**src/shared/radio_rx_pkg.sv**
```systemverilog
// Constants and carrier types shared by the receive control block.
package radio_rx_pkg;

	// Register offsets on the 6-bit register port.
	localparam logic [5:0] STATE_STATUS_ADDR   = 6'h01;
	localparam logic [5:0] STATE_CONTROL_ADDR  = 6'h02;
	localparam logic [5:0] SIGNAL_STRENGTH_ADDR = 6'h06;
	localparam logic [5:0] ENERGY_LEVEL_ADDR   = 6'h07;
	localparam logic [5:0] CONTROL_TWO_ADDR    = 6'h0C;
	localparam logic [5:0] IRQ_MASK_ADDR       = 6'h0E;
	localparam logic [5:0] IRQ_STATUS_ADDR     = 6'h0F;
	localparam logic [5:0] SYNC_CONTROL_ADDR   = 6'h15;
	localparam logic [5:0] LQI_ADDR            = 6'h16;

	// Field positions.
	localparam int SYNC_DISABLE_BIT   = 7;
	localparam int SAFE_MODE_BIT      = 7;
	localparam int FCS_OK_BIT         = 7;
	localparam int PENDING_BIT        = 6;
	localparam int IRQ_FRAME_START_BIT = 2;
	localparam int IRQ_FRAME_DONE_BIT  = 3;

	// Reset values.
	localparam logic [7:0] SYNC_CONTROL_RESET = 8'h00;
	localparam logic [7:0] CONTROL_TWO_RESET  = 8'h00;
	localparam logic [7:0] IRQ_MASK_RESET     = 8'h00;
	localparam logic [7:0] IRQ_STATUS_RESET   = 8'h00;
	localparam logic [7:0] ENERGY_RESET       = 8'h00;
	localparam logic [7:0] LQI_RESET          = 8'h00;

	// Writable bits of the sync control register; reserved bits 6 to 4 read as zero.
	localparam logic [7:0] SYNC_CONTROL_RW_MASK = 8'h8F;

	// Frames shorter than this many octets give no meaningful quality.
	localparam logic [7:0] LQI_MIN_OCTETS = 8'h02;

	// Commands written to the state command field.
	localparam logic [4:0] CMD_IDLE     = 5'h01;
	localparam logic [4:0] CMD_LOCK     = 5'h02;
	localparam logic [4:0] CMD_RX       = 5'h03;
	localparam logic [4:0] CMD_AACK_RX  = 5'h04;
	localparam logic [4:0] CMD_ARET_TX  = 5'h05;

	typedef enum logic [2:0] {
		ST_IDLE,
		ST_LOCKED,
		ST_RX_LISTEN,
		ST_RX_BUSY,
		ST_AACK_LISTEN,
		ST_AACK_BUSY,
		ST_ARET_TX
	} state_control_register_t;

	// Strobes and values from the demodulator.
	typedef struct packed {
		logic       sync_found;
		logic [4:0] signal_level;
		logic       symbol_valid;
		logic [7:0] correlation;
		logic       octet_valid;
		logic [7:0] octet;
		logic       frame_end;
		logic       fcs_ok;
		logic [7:0] ed_level;
		logic       addr_match;
		logic       pending;
	} demod_in_t;

	// One write into the frame buffer.
	typedef struct packed {
		logic       we;
		logic [6:0] addr;
		logic [7:0] data;
	} fb_write_t;

endpackage

```
**src/logic/radio_receive_control.sv**
```systemverilog
// Receive control: state commands, frame events, link quality, protection.
`timescale 1ns/1ps

module radio_receive_control
	import radio_rx_pkg::*;
#(
	parameter int FB_ADDR_WIDTH = 7,
	parameter int LQI_SHIFT     = 3
) (
	input  wire logic                     clock,
	input  wire logic                     rst,
	input  wire logic                     clk_en,
	input  wire logic [5:0]               reg_addr,
	input  wire logic [7:0]               reg_wdata,
	input  wire logic                     reg_wr,
	input  wire logic                     reg_rd,
	output logic      [7:0]               reg_rdata,
	output logic                          irq,
	input  wire demod_in_t                demod,
	input  wire logic                     sel_n,
	input  wire logic                     frame_read_mode,
	output fb_write_t                     fb_write,
	output state_control_register_t                    state_control_register
);

	////////////////////////////////////////////////////////////////////////
	// State.

	state_control_register_t                state_reg;
	state_control_register_t                state_next;
	logic [7:0]                sync_ctrl_reg;
	logic [7:0]                ctrl_two_reg;
	logic [7:0]                ed_reg;
	logic                      fcs_ok_reg;
	logic                      pending_reg;
	logic [7:0]                lqi_reg;
	logic [7:0]                irq_status_reg;
	logic [7:0]                irq_status_next;
	logic [7:0]                irq_mask_reg;
	logic                      protect_reg;
	logic                      sel_n_prev_reg;
	logic [FB_ADDR_WIDTH-1:0]  wr_ptr_reg;
	logic [15:0]               corr_sum_reg;
	logic [7:0]                octet_cnt_reg;
	logic [7:0]                rdata_reg;
	logic                      irq_reg;
	fb_write_t                 fb_reg;
	fb_write_t                 fb_next;

	////////////////////////////////////////////////////////////////////////
	// Decoding.

	wire wr_state   = reg_wr && (reg_addr == STATE_CONTROL_ADDR);
	wire wr_sync    = reg_wr && (reg_addr == SYNC_CONTROL_ADDR);
	wire wr_ctrl2   = reg_wr && (reg_addr == CONTROL_TWO_ADDR);
	wire wr_mask    = reg_wr && (reg_addr == IRQ_MASK_ADDR);
	wire rd_status  = reg_rd && (reg_addr == IRQ_STATUS_ADDR);
	wire [4:0] cmd  = reg_wdata[4:0];

	wire sync_disable = sync_ctrl_reg[SYNC_DISABLE_BIT];
	wire [3:0] sync_threshold = sync_ctrl_reg[3:0];
	wire safe_mode = ctrl_two_reg[SAFE_MODE_BIT];

	wire listening = (state_reg == ST_RX_LISTEN) ||
		(state_reg == ST_AACK_LISTEN);
	wire receiving = (state_reg == ST_RX_BUSY) ||
		(state_reg == ST_AACK_BUSY);
	wire extended  = (state_reg == ST_AACK_BUSY);

	// A level of N steps above the floor clears threshold N; zero passes all.
	wire strong_enough = ({1'b0, sync_threshold} <= demod.signal_level);
	wire frame_start = listening && demod.sync_found && strong_enough &&
		!sync_disable && !protect_reg;
	wire frame_end = receiving && demod.frame_end;

	// Extended mode drops frames that are not addressed to this node.
	wire frame_accepted = frame_end && (!extended || demod.addr_match);

	wire long_enough = (octet_cnt_reg >= LQI_MIN_OCTETS);
	wire [15:0] corr_scaled = corr_sum_reg >> LQI_SHIFT;
	wire [7:0] lqi_value = !long_enough ? 8'h00 :
		(corr_scaled > 16'h00FF) ? 8'hFF : corr_scaled[7:0];

	wire sel_rise = sel_n && !sel_n_prev_reg;
	wire protect_release = protect_reg && frame_read_mode && sel_rise;

	wire [7:0] state_code = {5'h00, state_reg};
	wire [7:0] strength_code = {fcs_ok_reg, pending_reg, 1'b0,
		demod.signal_level};

	////////////////////////////////////////////////////////////////////////
	// Read selection.

	wire rd_state_sel    = reg_rd && (reg_addr == STATE_STATUS_ADDR);
	wire rd_strength_sel = reg_rd && (reg_addr == SIGNAL_STRENGTH_ADDR);
	wire rd_energy_sel   = reg_rd && (reg_addr == ENERGY_LEVEL_ADDR);
	wire rd_ctrl2_sel    = reg_rd && (reg_addr == CONTROL_TWO_ADDR);
	wire rd_mask_sel     = reg_rd && (reg_addr == IRQ_MASK_ADDR);
	wire rd_sync_sel     = reg_rd && (reg_addr == SYNC_CONTROL_ADDR);
	wire rd_lqi_sel      = reg_rd && (reg_addr == LQI_ADDR);

	// Unmapped addresses and idle cycles read as zero.
	wire [7:0] rdata_next =
		rd_state_sel    ? state_code :
		rd_strength_sel ? strength_code :
		rd_energy_sel   ? ed_reg :
		rd_ctrl2_sel    ? ctrl_two_reg :
		rd_mask_sel     ? irq_mask_reg :
		rd_status       ? irq_status_reg :
		rd_sync_sel     ? sync_ctrl_reg :
		rd_lqi_sel      ? lqi_reg : 8'h00;

	////////////////////////////////////////////////////////////////////////
	// State machine.

	always_comb begin
		state_next = state_reg;
		case (state_reg)
		ST_IDLE, ST_LOCKED: begin
			if (wr_state && cmd == CMD_RX)
				state_next = ST_RX_LISTEN;
			else if (wr_state && cmd == CMD_AACK_RX)
				state_next = ST_AACK_LISTEN;
			else if (wr_state && cmd == CMD_ARET_TX)
				state_next = ST_ARET_TX;
			else if (wr_state && cmd == CMD_IDLE)
				state_next = ST_IDLE;
			else if (wr_state && cmd == CMD_LOCK)
				state_next = ST_LOCKED;
		end
		ST_ARET_TX: begin
			if (wr_state && cmd == CMD_AACK_RX)
				state_next = ST_AACK_LISTEN;
			else if (wr_state && cmd == CMD_IDLE)
				state_next = ST_IDLE;
			else if (wr_state && cmd == CMD_LOCK)
				state_next = ST_LOCKED;
		end
		ST_RX_LISTEN, ST_AACK_LISTEN: begin
			if (frame_start)
				state_next = (state_reg == ST_RX_LISTEN) ?
					ST_RX_BUSY : ST_AACK_BUSY;
			// A protected frame pins the receiver in its listening state.
			else if (wr_state && !protect_reg && cmd == CMD_IDLE)
				state_next = ST_IDLE;
			else if (wr_state && !protect_reg && cmd == CMD_LOCK)
				state_next = ST_LOCKED;
		end
		ST_RX_BUSY:
			if (frame_end)
				state_next = ST_RX_LISTEN;
		ST_AACK_BUSY:
			if (frame_end)
				state_next = ST_AACK_LISTEN;
		default:
			state_next = ST_IDLE;
		endcase
	end

	////////////////////////////////////////////////////////////////////////
	// Frame buffer writes and event flags.

	always_comb begin
		fb_next = '0;
		if (receiving && demod.octet_valid && !frame_end) begin
			fb_next.we   = 1'b1;
			fb_next.addr = wr_ptr_reg;
			fb_next.data = demod.octet;
		end else if (frame_accepted) begin
			fb_next.we   = 1'b1;
			fb_next.addr = wr_ptr_reg;
			fb_next.data = lqi_value;
		end
	end

	// A new event in the same cycle as the clearing read survives.
	always_comb begin
		irq_status_next = rd_status ? 8'h00 : irq_status_reg;
		if (frame_start)
			irq_status_next[IRQ_FRAME_START_BIT] = 1'b1;
		if (frame_accepted)
			irq_status_next[IRQ_FRAME_DONE_BIT] = 1'b1;
	end

	////////////////////////////////////////////////////////////////////////
	// Registers.

	always_ff @(posedge clock or posedge rst) begin
		if (rst) begin
			state_reg <= ST_IDLE;
		end else if (clk_en) begin
			state_reg <= state_next;
		end
	end

	always_ff @(posedge clock or posedge rst) begin
		if (rst) begin
			rdata_reg <= 8'h00;
		end else if (clk_en) begin
			rdata_reg <= rdata_next;
		end
	end

	always_ff @(posedge clock or posedge rst) begin
		if (rst) begin
			irq_status_reg <= IRQ_STATUS_RESET;
		end else if (clk_en) begin
			irq_status_reg <= irq_status_next;
		end
	end

	// The level follows the next status, so it rises with the event bit.
	always_ff @(posedge clock or posedge rst) begin
		if (rst) begin
			irq_reg <= 1'b0;
		end else if (clk_en) begin
			irq_reg <= |(irq_status_next & irq_mask_reg);
		end
	end

	always_ff @(posedge clock or posedge rst) begin
		if (rst) begin
			fb_reg <= '0;
		end else if (clk_en) begin
			fb_reg <= fb_next;
		end
	end

	////////////////////////////////////////////////////////////////////////
	// Host registers.

	always_ff @(posedge clock or posedge rst) begin
		if (rst) begin
			sync_ctrl_reg <= SYNC_CONTROL_RESET;
		end else if (clk_en && wr_sync) begin
			sync_ctrl_reg <= reg_wdata & SYNC_CONTROL_RW_MASK;
		end
	end

	always_ff @(posedge clock or posedge rst) begin
		if (rst) begin
			ctrl_two_reg <= CONTROL_TWO_RESET;
		end else if (clk_en && wr_ctrl2) begin
			ctrl_two_reg <= reg_wdata;
		end
	end

	always_ff @(posedge clock or posedge rst) begin
		if (rst) begin
			irq_mask_reg <= IRQ_MASK_RESET;
		end else if (clk_en && wr_mask) begin
			irq_mask_reg <= reg_wdata;
		end
	end

	////////////////////////////////////////////////////////////////////////
	// Frame status.

	// Status captured once per accepted frame.
	always_ff @(posedge clock or posedge rst) begin
		if (rst) begin
			ed_reg      <= ENERGY_RESET;
			fcs_ok_reg  <= 1'b0;
			pending_reg <= 1'b0;
			lqi_reg     <= LQI_RESET;
		end else if (clk_en && frame_accepted) begin
			ed_reg      <= demod.ed_level;
			fcs_ok_reg  <= demod.fcs_ok;
			pending_reg <= extended && demod.pending;
			lqi_reg     <= lqi_value;
		end
	end

	////////////////////////////////////////////////////////////////////////
	// Tallies.

	// Both tallies saturate, so a long frame cannot wrap to a low quality.
	wire corr_add  = receiving && demod.symbol_valid &&
		(corr_sum_reg < 16'hFF00);
	wire octet_add = receiving && demod.octet_valid &&
		(octet_cnt_reg != 8'hFF);

	// Correlation and length tallies restart at every frame start.
	always_ff @(posedge clock or posedge rst) begin
		if (rst) begin
			corr_sum_reg <= 16'h0000;
		end else if (clk_en && frame_start) begin
			corr_sum_reg <= 16'h0000;
		end else if (clk_en && corr_add) begin
			corr_sum_reg <= corr_sum_reg +
				{8'h00, demod.correlation};
		end
	end

	always_ff @(posedge clock or posedge rst) begin
		if (rst) begin
			octet_cnt_reg <= 8'h00;
		end else if (clk_en && frame_start) begin
			octet_cnt_reg <= 8'h00;
		end else if (clk_en && octet_add) begin
			octet_cnt_reg <= octet_cnt_reg + 8'h01;
		end
	end

	always_ff @(posedge clock or posedge rst) begin
		if (rst) begin
			wr_ptr_reg <= '0;
		end else if (clk_en && frame_start) begin
			wr_ptr_reg <= '0;
		end else if (clk_en && receiving && fb_next.we) begin
			wr_ptr_reg <= wr_ptr_reg + FB_ADDR_WIDTH'(1);
		end
	end

	////////////////////////////////////////////////////////////////////////
	// Protection.

	// Protection is held only for good frames, until the host deselects in frame read mode.
	always_ff @(posedge clock or posedge rst) begin
		if (rst) begin
			protect_reg    <= 1'b0;
			sel_n_prev_reg <= 1'b1;
		end else if (clk_en) begin
			sel_n_prev_reg <= sel_n;
			if (frame_accepted && safe_mode && demod.fcs_ok)
				protect_reg <= 1'b1;
			else if (protect_release)
				protect_reg <= 1'b0;
		end
	end

	////////////////////////////////////////////////////////////////////////
	// Outputs.

	assign reg_rdata = rdata_reg;
	assign irq       = irq_reg;
	assign fb_write  = fb_reg;
	assign state_control_register = state_reg;

endmodule // radio_receive_control

```
**config.mk**
```make
export PLATFORM = sky130hd
export DESIGN_NAME = radio_receive_control
export DESIGN_NICKNAME = d
export VERILOG_FILES = /design/src/shared/radio_rx_pkg.sv /design/src/logic/radio_receive_control.sv
export SDC_FILE = /design/constraint.sdc
export NUM_CORES = 1
export LEC_CHECK = 0
export ABC_CLOCK_PERIOD_IN_PS = 8500
export BUFFER_PORTS_ARGS = -buffer_cell sky130_fd_sc_hd__buf_2
export CORE_ASPECT_RATIO = 1.5
export CORE_MARGIN = 4
export CORE_UTILIZATION = 49
export CTS_BUF_LIST = sky130_fd_sc_hd__clkbuf_8
export DETAILED_ROUTE_END_ITERATION = 16
export PLACE_DENSITY = 0.7
export SYNTH_ARGS = -nofsm -noshare
export SYNTH_HDL_FRONTEND = slang
export SYNTH_SLANG_ARGS = --single-unit
```
**constraint.sdc**
```tcl
create_clock -name clock -period 8.5 [get_ports clock]
set_input_delay 1.7 -clock clock [delete_from_list [all_inputs] [get_ports clock]]
set_output_delay 1.7 -clock clock [all_outputs]
set_load 0.005 [all_outputs]
```
==> metrics.json <==
{
  "layout.cells.most_common_list": {"value": "dfrtp_1, nand2_1, buf_2, nor2_1, o21ai_0"},
  "clockBufferDepth": {"value": 2},
  "totalNegativeSetupSlack": {"value": 0, "unit": "ns"},
  "postSynthNetCount": {"value": 640},
  "maxSlewHeadroom": {"value": 44.7, "unit": "%"},
  "synth.lib_cells_used.distinct": {"value": 73},
  "status": {"value": "complete, no violations"},
  "globalRoute.totalOverflow": {"value": 0},
  "synth-seq-area-share": {"value": 47.4, "unit": "%"},
  "cp_capture_type": {"value": "register"},
  "fillerInstances": {"value": 1085},
  "crit_arrival": {"value": 3.81, "unit": "ns"},
  "ctsRootBufferMaster": {"value": "clkbuf_8"},
  "synth_seq_cells": {"value": 108},
  "insertedDiodeCount": {"value": 0},
  "fin_nets": {"value": 713},
  "clock_sinks": {"value": 108},
  "path_max_fanout": {"value": 22},
  "max_freq": {"value": 279, "unit": "MHz"},
  "clk_pin_slew": {"value": 0.10, "unit": "ns"},
  "whs_endpoint": {"value": "fb_write[15]"},
  "grt_max_degree": {"value": 56},
  "synth_area": {"value": 0.00570, "unit": "mm²"},
  "crit-reg2reg-launch": {"value": "protect_reg"},
  "timing.final.setup_violations": {"value": 0},
  "vias": {"value": 4782},
  "gate_count_after_technology_mapping": {"value": 567},
  "max-cap-violations": {"value": 0},
  "detail_route.drc_violations": {"value": 0},
  "drt-vias-per-instance": {"value": 6.02},
  "fin_area": {"value": 0.00640, "unit": "mm²"},
  "post_drt_wl_per_cell": {"value": 19.8, "unit": "µm"},
  "period_share": {"value": 42.2, "unit": "%"},
  "placed_area": {"value": 0.00620, "unit": "mm²"},
  "worst_path_most_repeated_cell": {"value": "o21ai_0"},
  "core.rowCount": {"value": 48},
  "detail-route-antenna-nets": {"value": 0},
  "hold_violations": {"value": 0},
  "start_util": {"value": 49.7, "unit": "%"},
  "r2r_cells": {"value": 5},
  "async_reset_ff_share": {"value": 100, "unit": "%"},
  "timing_max_transition_violations_final": {"value": 0},
  "critical_path.max_stage_delay": {"value": 0.78, "unit": "ns"},
  "grt_pass1_vias": {"value": 4938},
  "rr_endpoint": {"value": "corr_sum_reg[0]"},
  "design.die.area": {"value": 0.0135, "unit": "mm²"},
  "standard_cell_core_area": {"value": 0.0115, "unit": "mm²"},
  "layout.cells.most_common": {"value": "dfrtp_1"},
  "regToRegSetupSlack": {"value": 5.92, "unit": "ns"},
  "max_slew.worst_pin.slew": {"value": 0.829, "unit": "ns"},
  "first_drt_pass_iteration_count": {"value": 7},
  "yosys_most_used_dff": {"value": "dfrtp_1"},
  "clock_latency": {"value": 0.38, "unit": "ns"},
  "power_density": {"value": 215, "unit": "mW/mm²"},
  "worst_clock_skew": {"value": 0.0141, "unit": "ns"},
  "route.final.wire_length": {"value": 15.8, "unit": "mm"},
  "critical_path.slowest_cell": {"value": "and3_1"},
  "edff_count_synth": {"value": 0},
  "cts_h_tree_lvls": {"value": 3},
  "grt_setup_unrepaired": {"value": "false"},
  "syn_to_final_growth": {"value": 12.2, "unit": "%"},
  "cts_made_buffers": {"value": 9},
  "post_layout_nonfiller_instances": {"value": 795},
  "cts.repair.resized": {"value": 0},
  "cts_tree": {"value": "built"},
  "max-vdd-ir-drop": {"value": 0.158, "unit": "mV"},
  "hp-start": {"value": "fb_write[15]"},
  "grt_antenna_before_repair": {"value": 0},
  "cts_setup_buffers": {"value": 0},
  "gp_congestion": {"value": 0.952},
  "place.detailed.instances": {"value": 779},
  "hold_class": {"value": "reg2reg"},
  "dp_hpwl": {"value": 12.2, "unit": "mm"},
  "static-leakage-power": {"value": 3.13, "unit": "nW"},
  "yosysWarnings": {"value": 0},
  "detail_route.iter0.violations": {"value": 386},
  "worst_hold_path.num_cells": {"value": 1},
  "first_pass_grt_wire_length": {"value": 25.4, "unit": "mm"},
  "drive_above_1_share": {"value": 21.4, "unit": "%"},
  "cts_hold_buffers": {"value": 0},
  "final.min_clock_period": {"value": 3.59, "unit": "ns"},
  "cp_cell_sequence": {"value": "buf_2, inv_1, ha_1, o21ai_0, a21oi_1, o21ai_1, and3_1, o21ai_0"},
  "critPathLaunchType": {"value": "input pin"},
  "floorplan.die.width": {"value": 96.1, "unit": "µm"},
  "chipHeight": {"value": 140, "unit": "µm"},
  "pin_count": {"value": 85},
  "crit_required": {"value": 8.72, "unit": "ns"},
  "port-buffer-count": {"value": 84},
  "postSynthAreaPerCell": {"value": 10.1, "unit": "µm²"},
  "worstSetupPathType": {"value": "in2reg"},
  "global_route.usage.total": {"value": 24.5, "unit": "%"}
}
-- per-layer routing --
layer | up-vias | global-route usage (%) | routed length [µm]
li1 | 2221 | - | -
met1 | 2313 | 28.6 | 5880
met2 | 190 | 41.4 | 8070
met3 | 58 | 4.03 | 897
met4 | 0 | 14.2 | 906
met5 | - | 0 | 0
-- logic make-up after synthesis --
kind of cell	share of synthesized area, %
compound gates	18.5
xor+xnor	4.17
fa+ha+maj	3.64
buf+inv	3.49
flops	47.4
mux	4.67
simple gates	18.1
-- critical path: cells and delay by family --
family / cells / cell delay [ns]
buffers and inverters: 2 / 0.13
adders and majority gates: 1 / 0.29
and+or+nand+nor: 1 / 0.78
AOI/OAI and AO/OA: 4 / 0.89
-- power by group --
group / switching, mW / internal [mW] / leakage [nW]
Sequential: 0.0975 / 0.605 / 1.44
Clock: 0.179 / 0.138 / 0.105
Combinational: 0.206 / 0.148 / 1.59
-- through the flow --
stage          power (mW)  utilization [%]  setup slack (ns)  hold slack (ns)
6_report             1.37             55.8              4.91            0.486
5_1_grt              1.46             55.8              4.71            0.509
4_1_cts              1.38             55.8              4.90            0.491
3_5_place_dp         1.07             54.0              4.52            0.466
3_3_place_gp         1.05             54.0              4.60            0.473
2_1_floorplan       0.934                -              3.96            0.445
-- cell type report --
type	count	area [µm²]	share of cell area [%]
Clock inverter	7	77.6	1.21
Tap cell	150	188	2.93
Clock buffer	9	124	1.94
Sequential cell	108	2700	42.2
Timing Repair Buffer	86	435	6.80
Multi-Input combinational cell	417	2800	43.8
Inverter	18	70.1	1.09
-- synthesized netlist by cell type, types with 6 or more instances --
library cell | instances | area (µm²)
dfrtp_1 | 107 | 2680
nand2_1 | 85 | 319
nor2_1 | 38 | 143
o21ai_0 | 37 | 185
a21oi_1 | 21 | 105
mux2_2 | 21 | 236
inv_1 | 17 | 63.8
xor2_1 | 17 | 149
ha_1 | 15 | 188
clkbuf_1 | 14 | 52.6
nand3_1 | 14 | 70.1
a22o_1 | 13 | 114
a22oi_1 | 12 | 90.1
nand4_1 | 10 | 62.6
and3_1 | 7 | 43.8
o22ai_1 | 7 | 43.8
xnor2_1 | 7 | 61.3
and2_1 | 6 | 37.5
o211ai_1 | 6 | 45.0
-- worst max-delay path by stage --
stage                            to  depth (start not counted)  slack (ns)  startpoint
detailed placement    wr_ptr_reg[5]                          7        4.52      clk_en
CTS                   wr_ptr_reg[5]                          7        4.90      clk_en
finish              corr_sum_reg[0]                          8        4.91   demod[32]
global placement      wr_ptr_reg[5]                          7        4.60      clk_en
floorplan           corr_sum_reg[0]                          1        3.96         rst
global route        corr_sum_reg[0]                          8        4.71   demod[32]
Note: power is estimated with default switching activity, not from simulation.
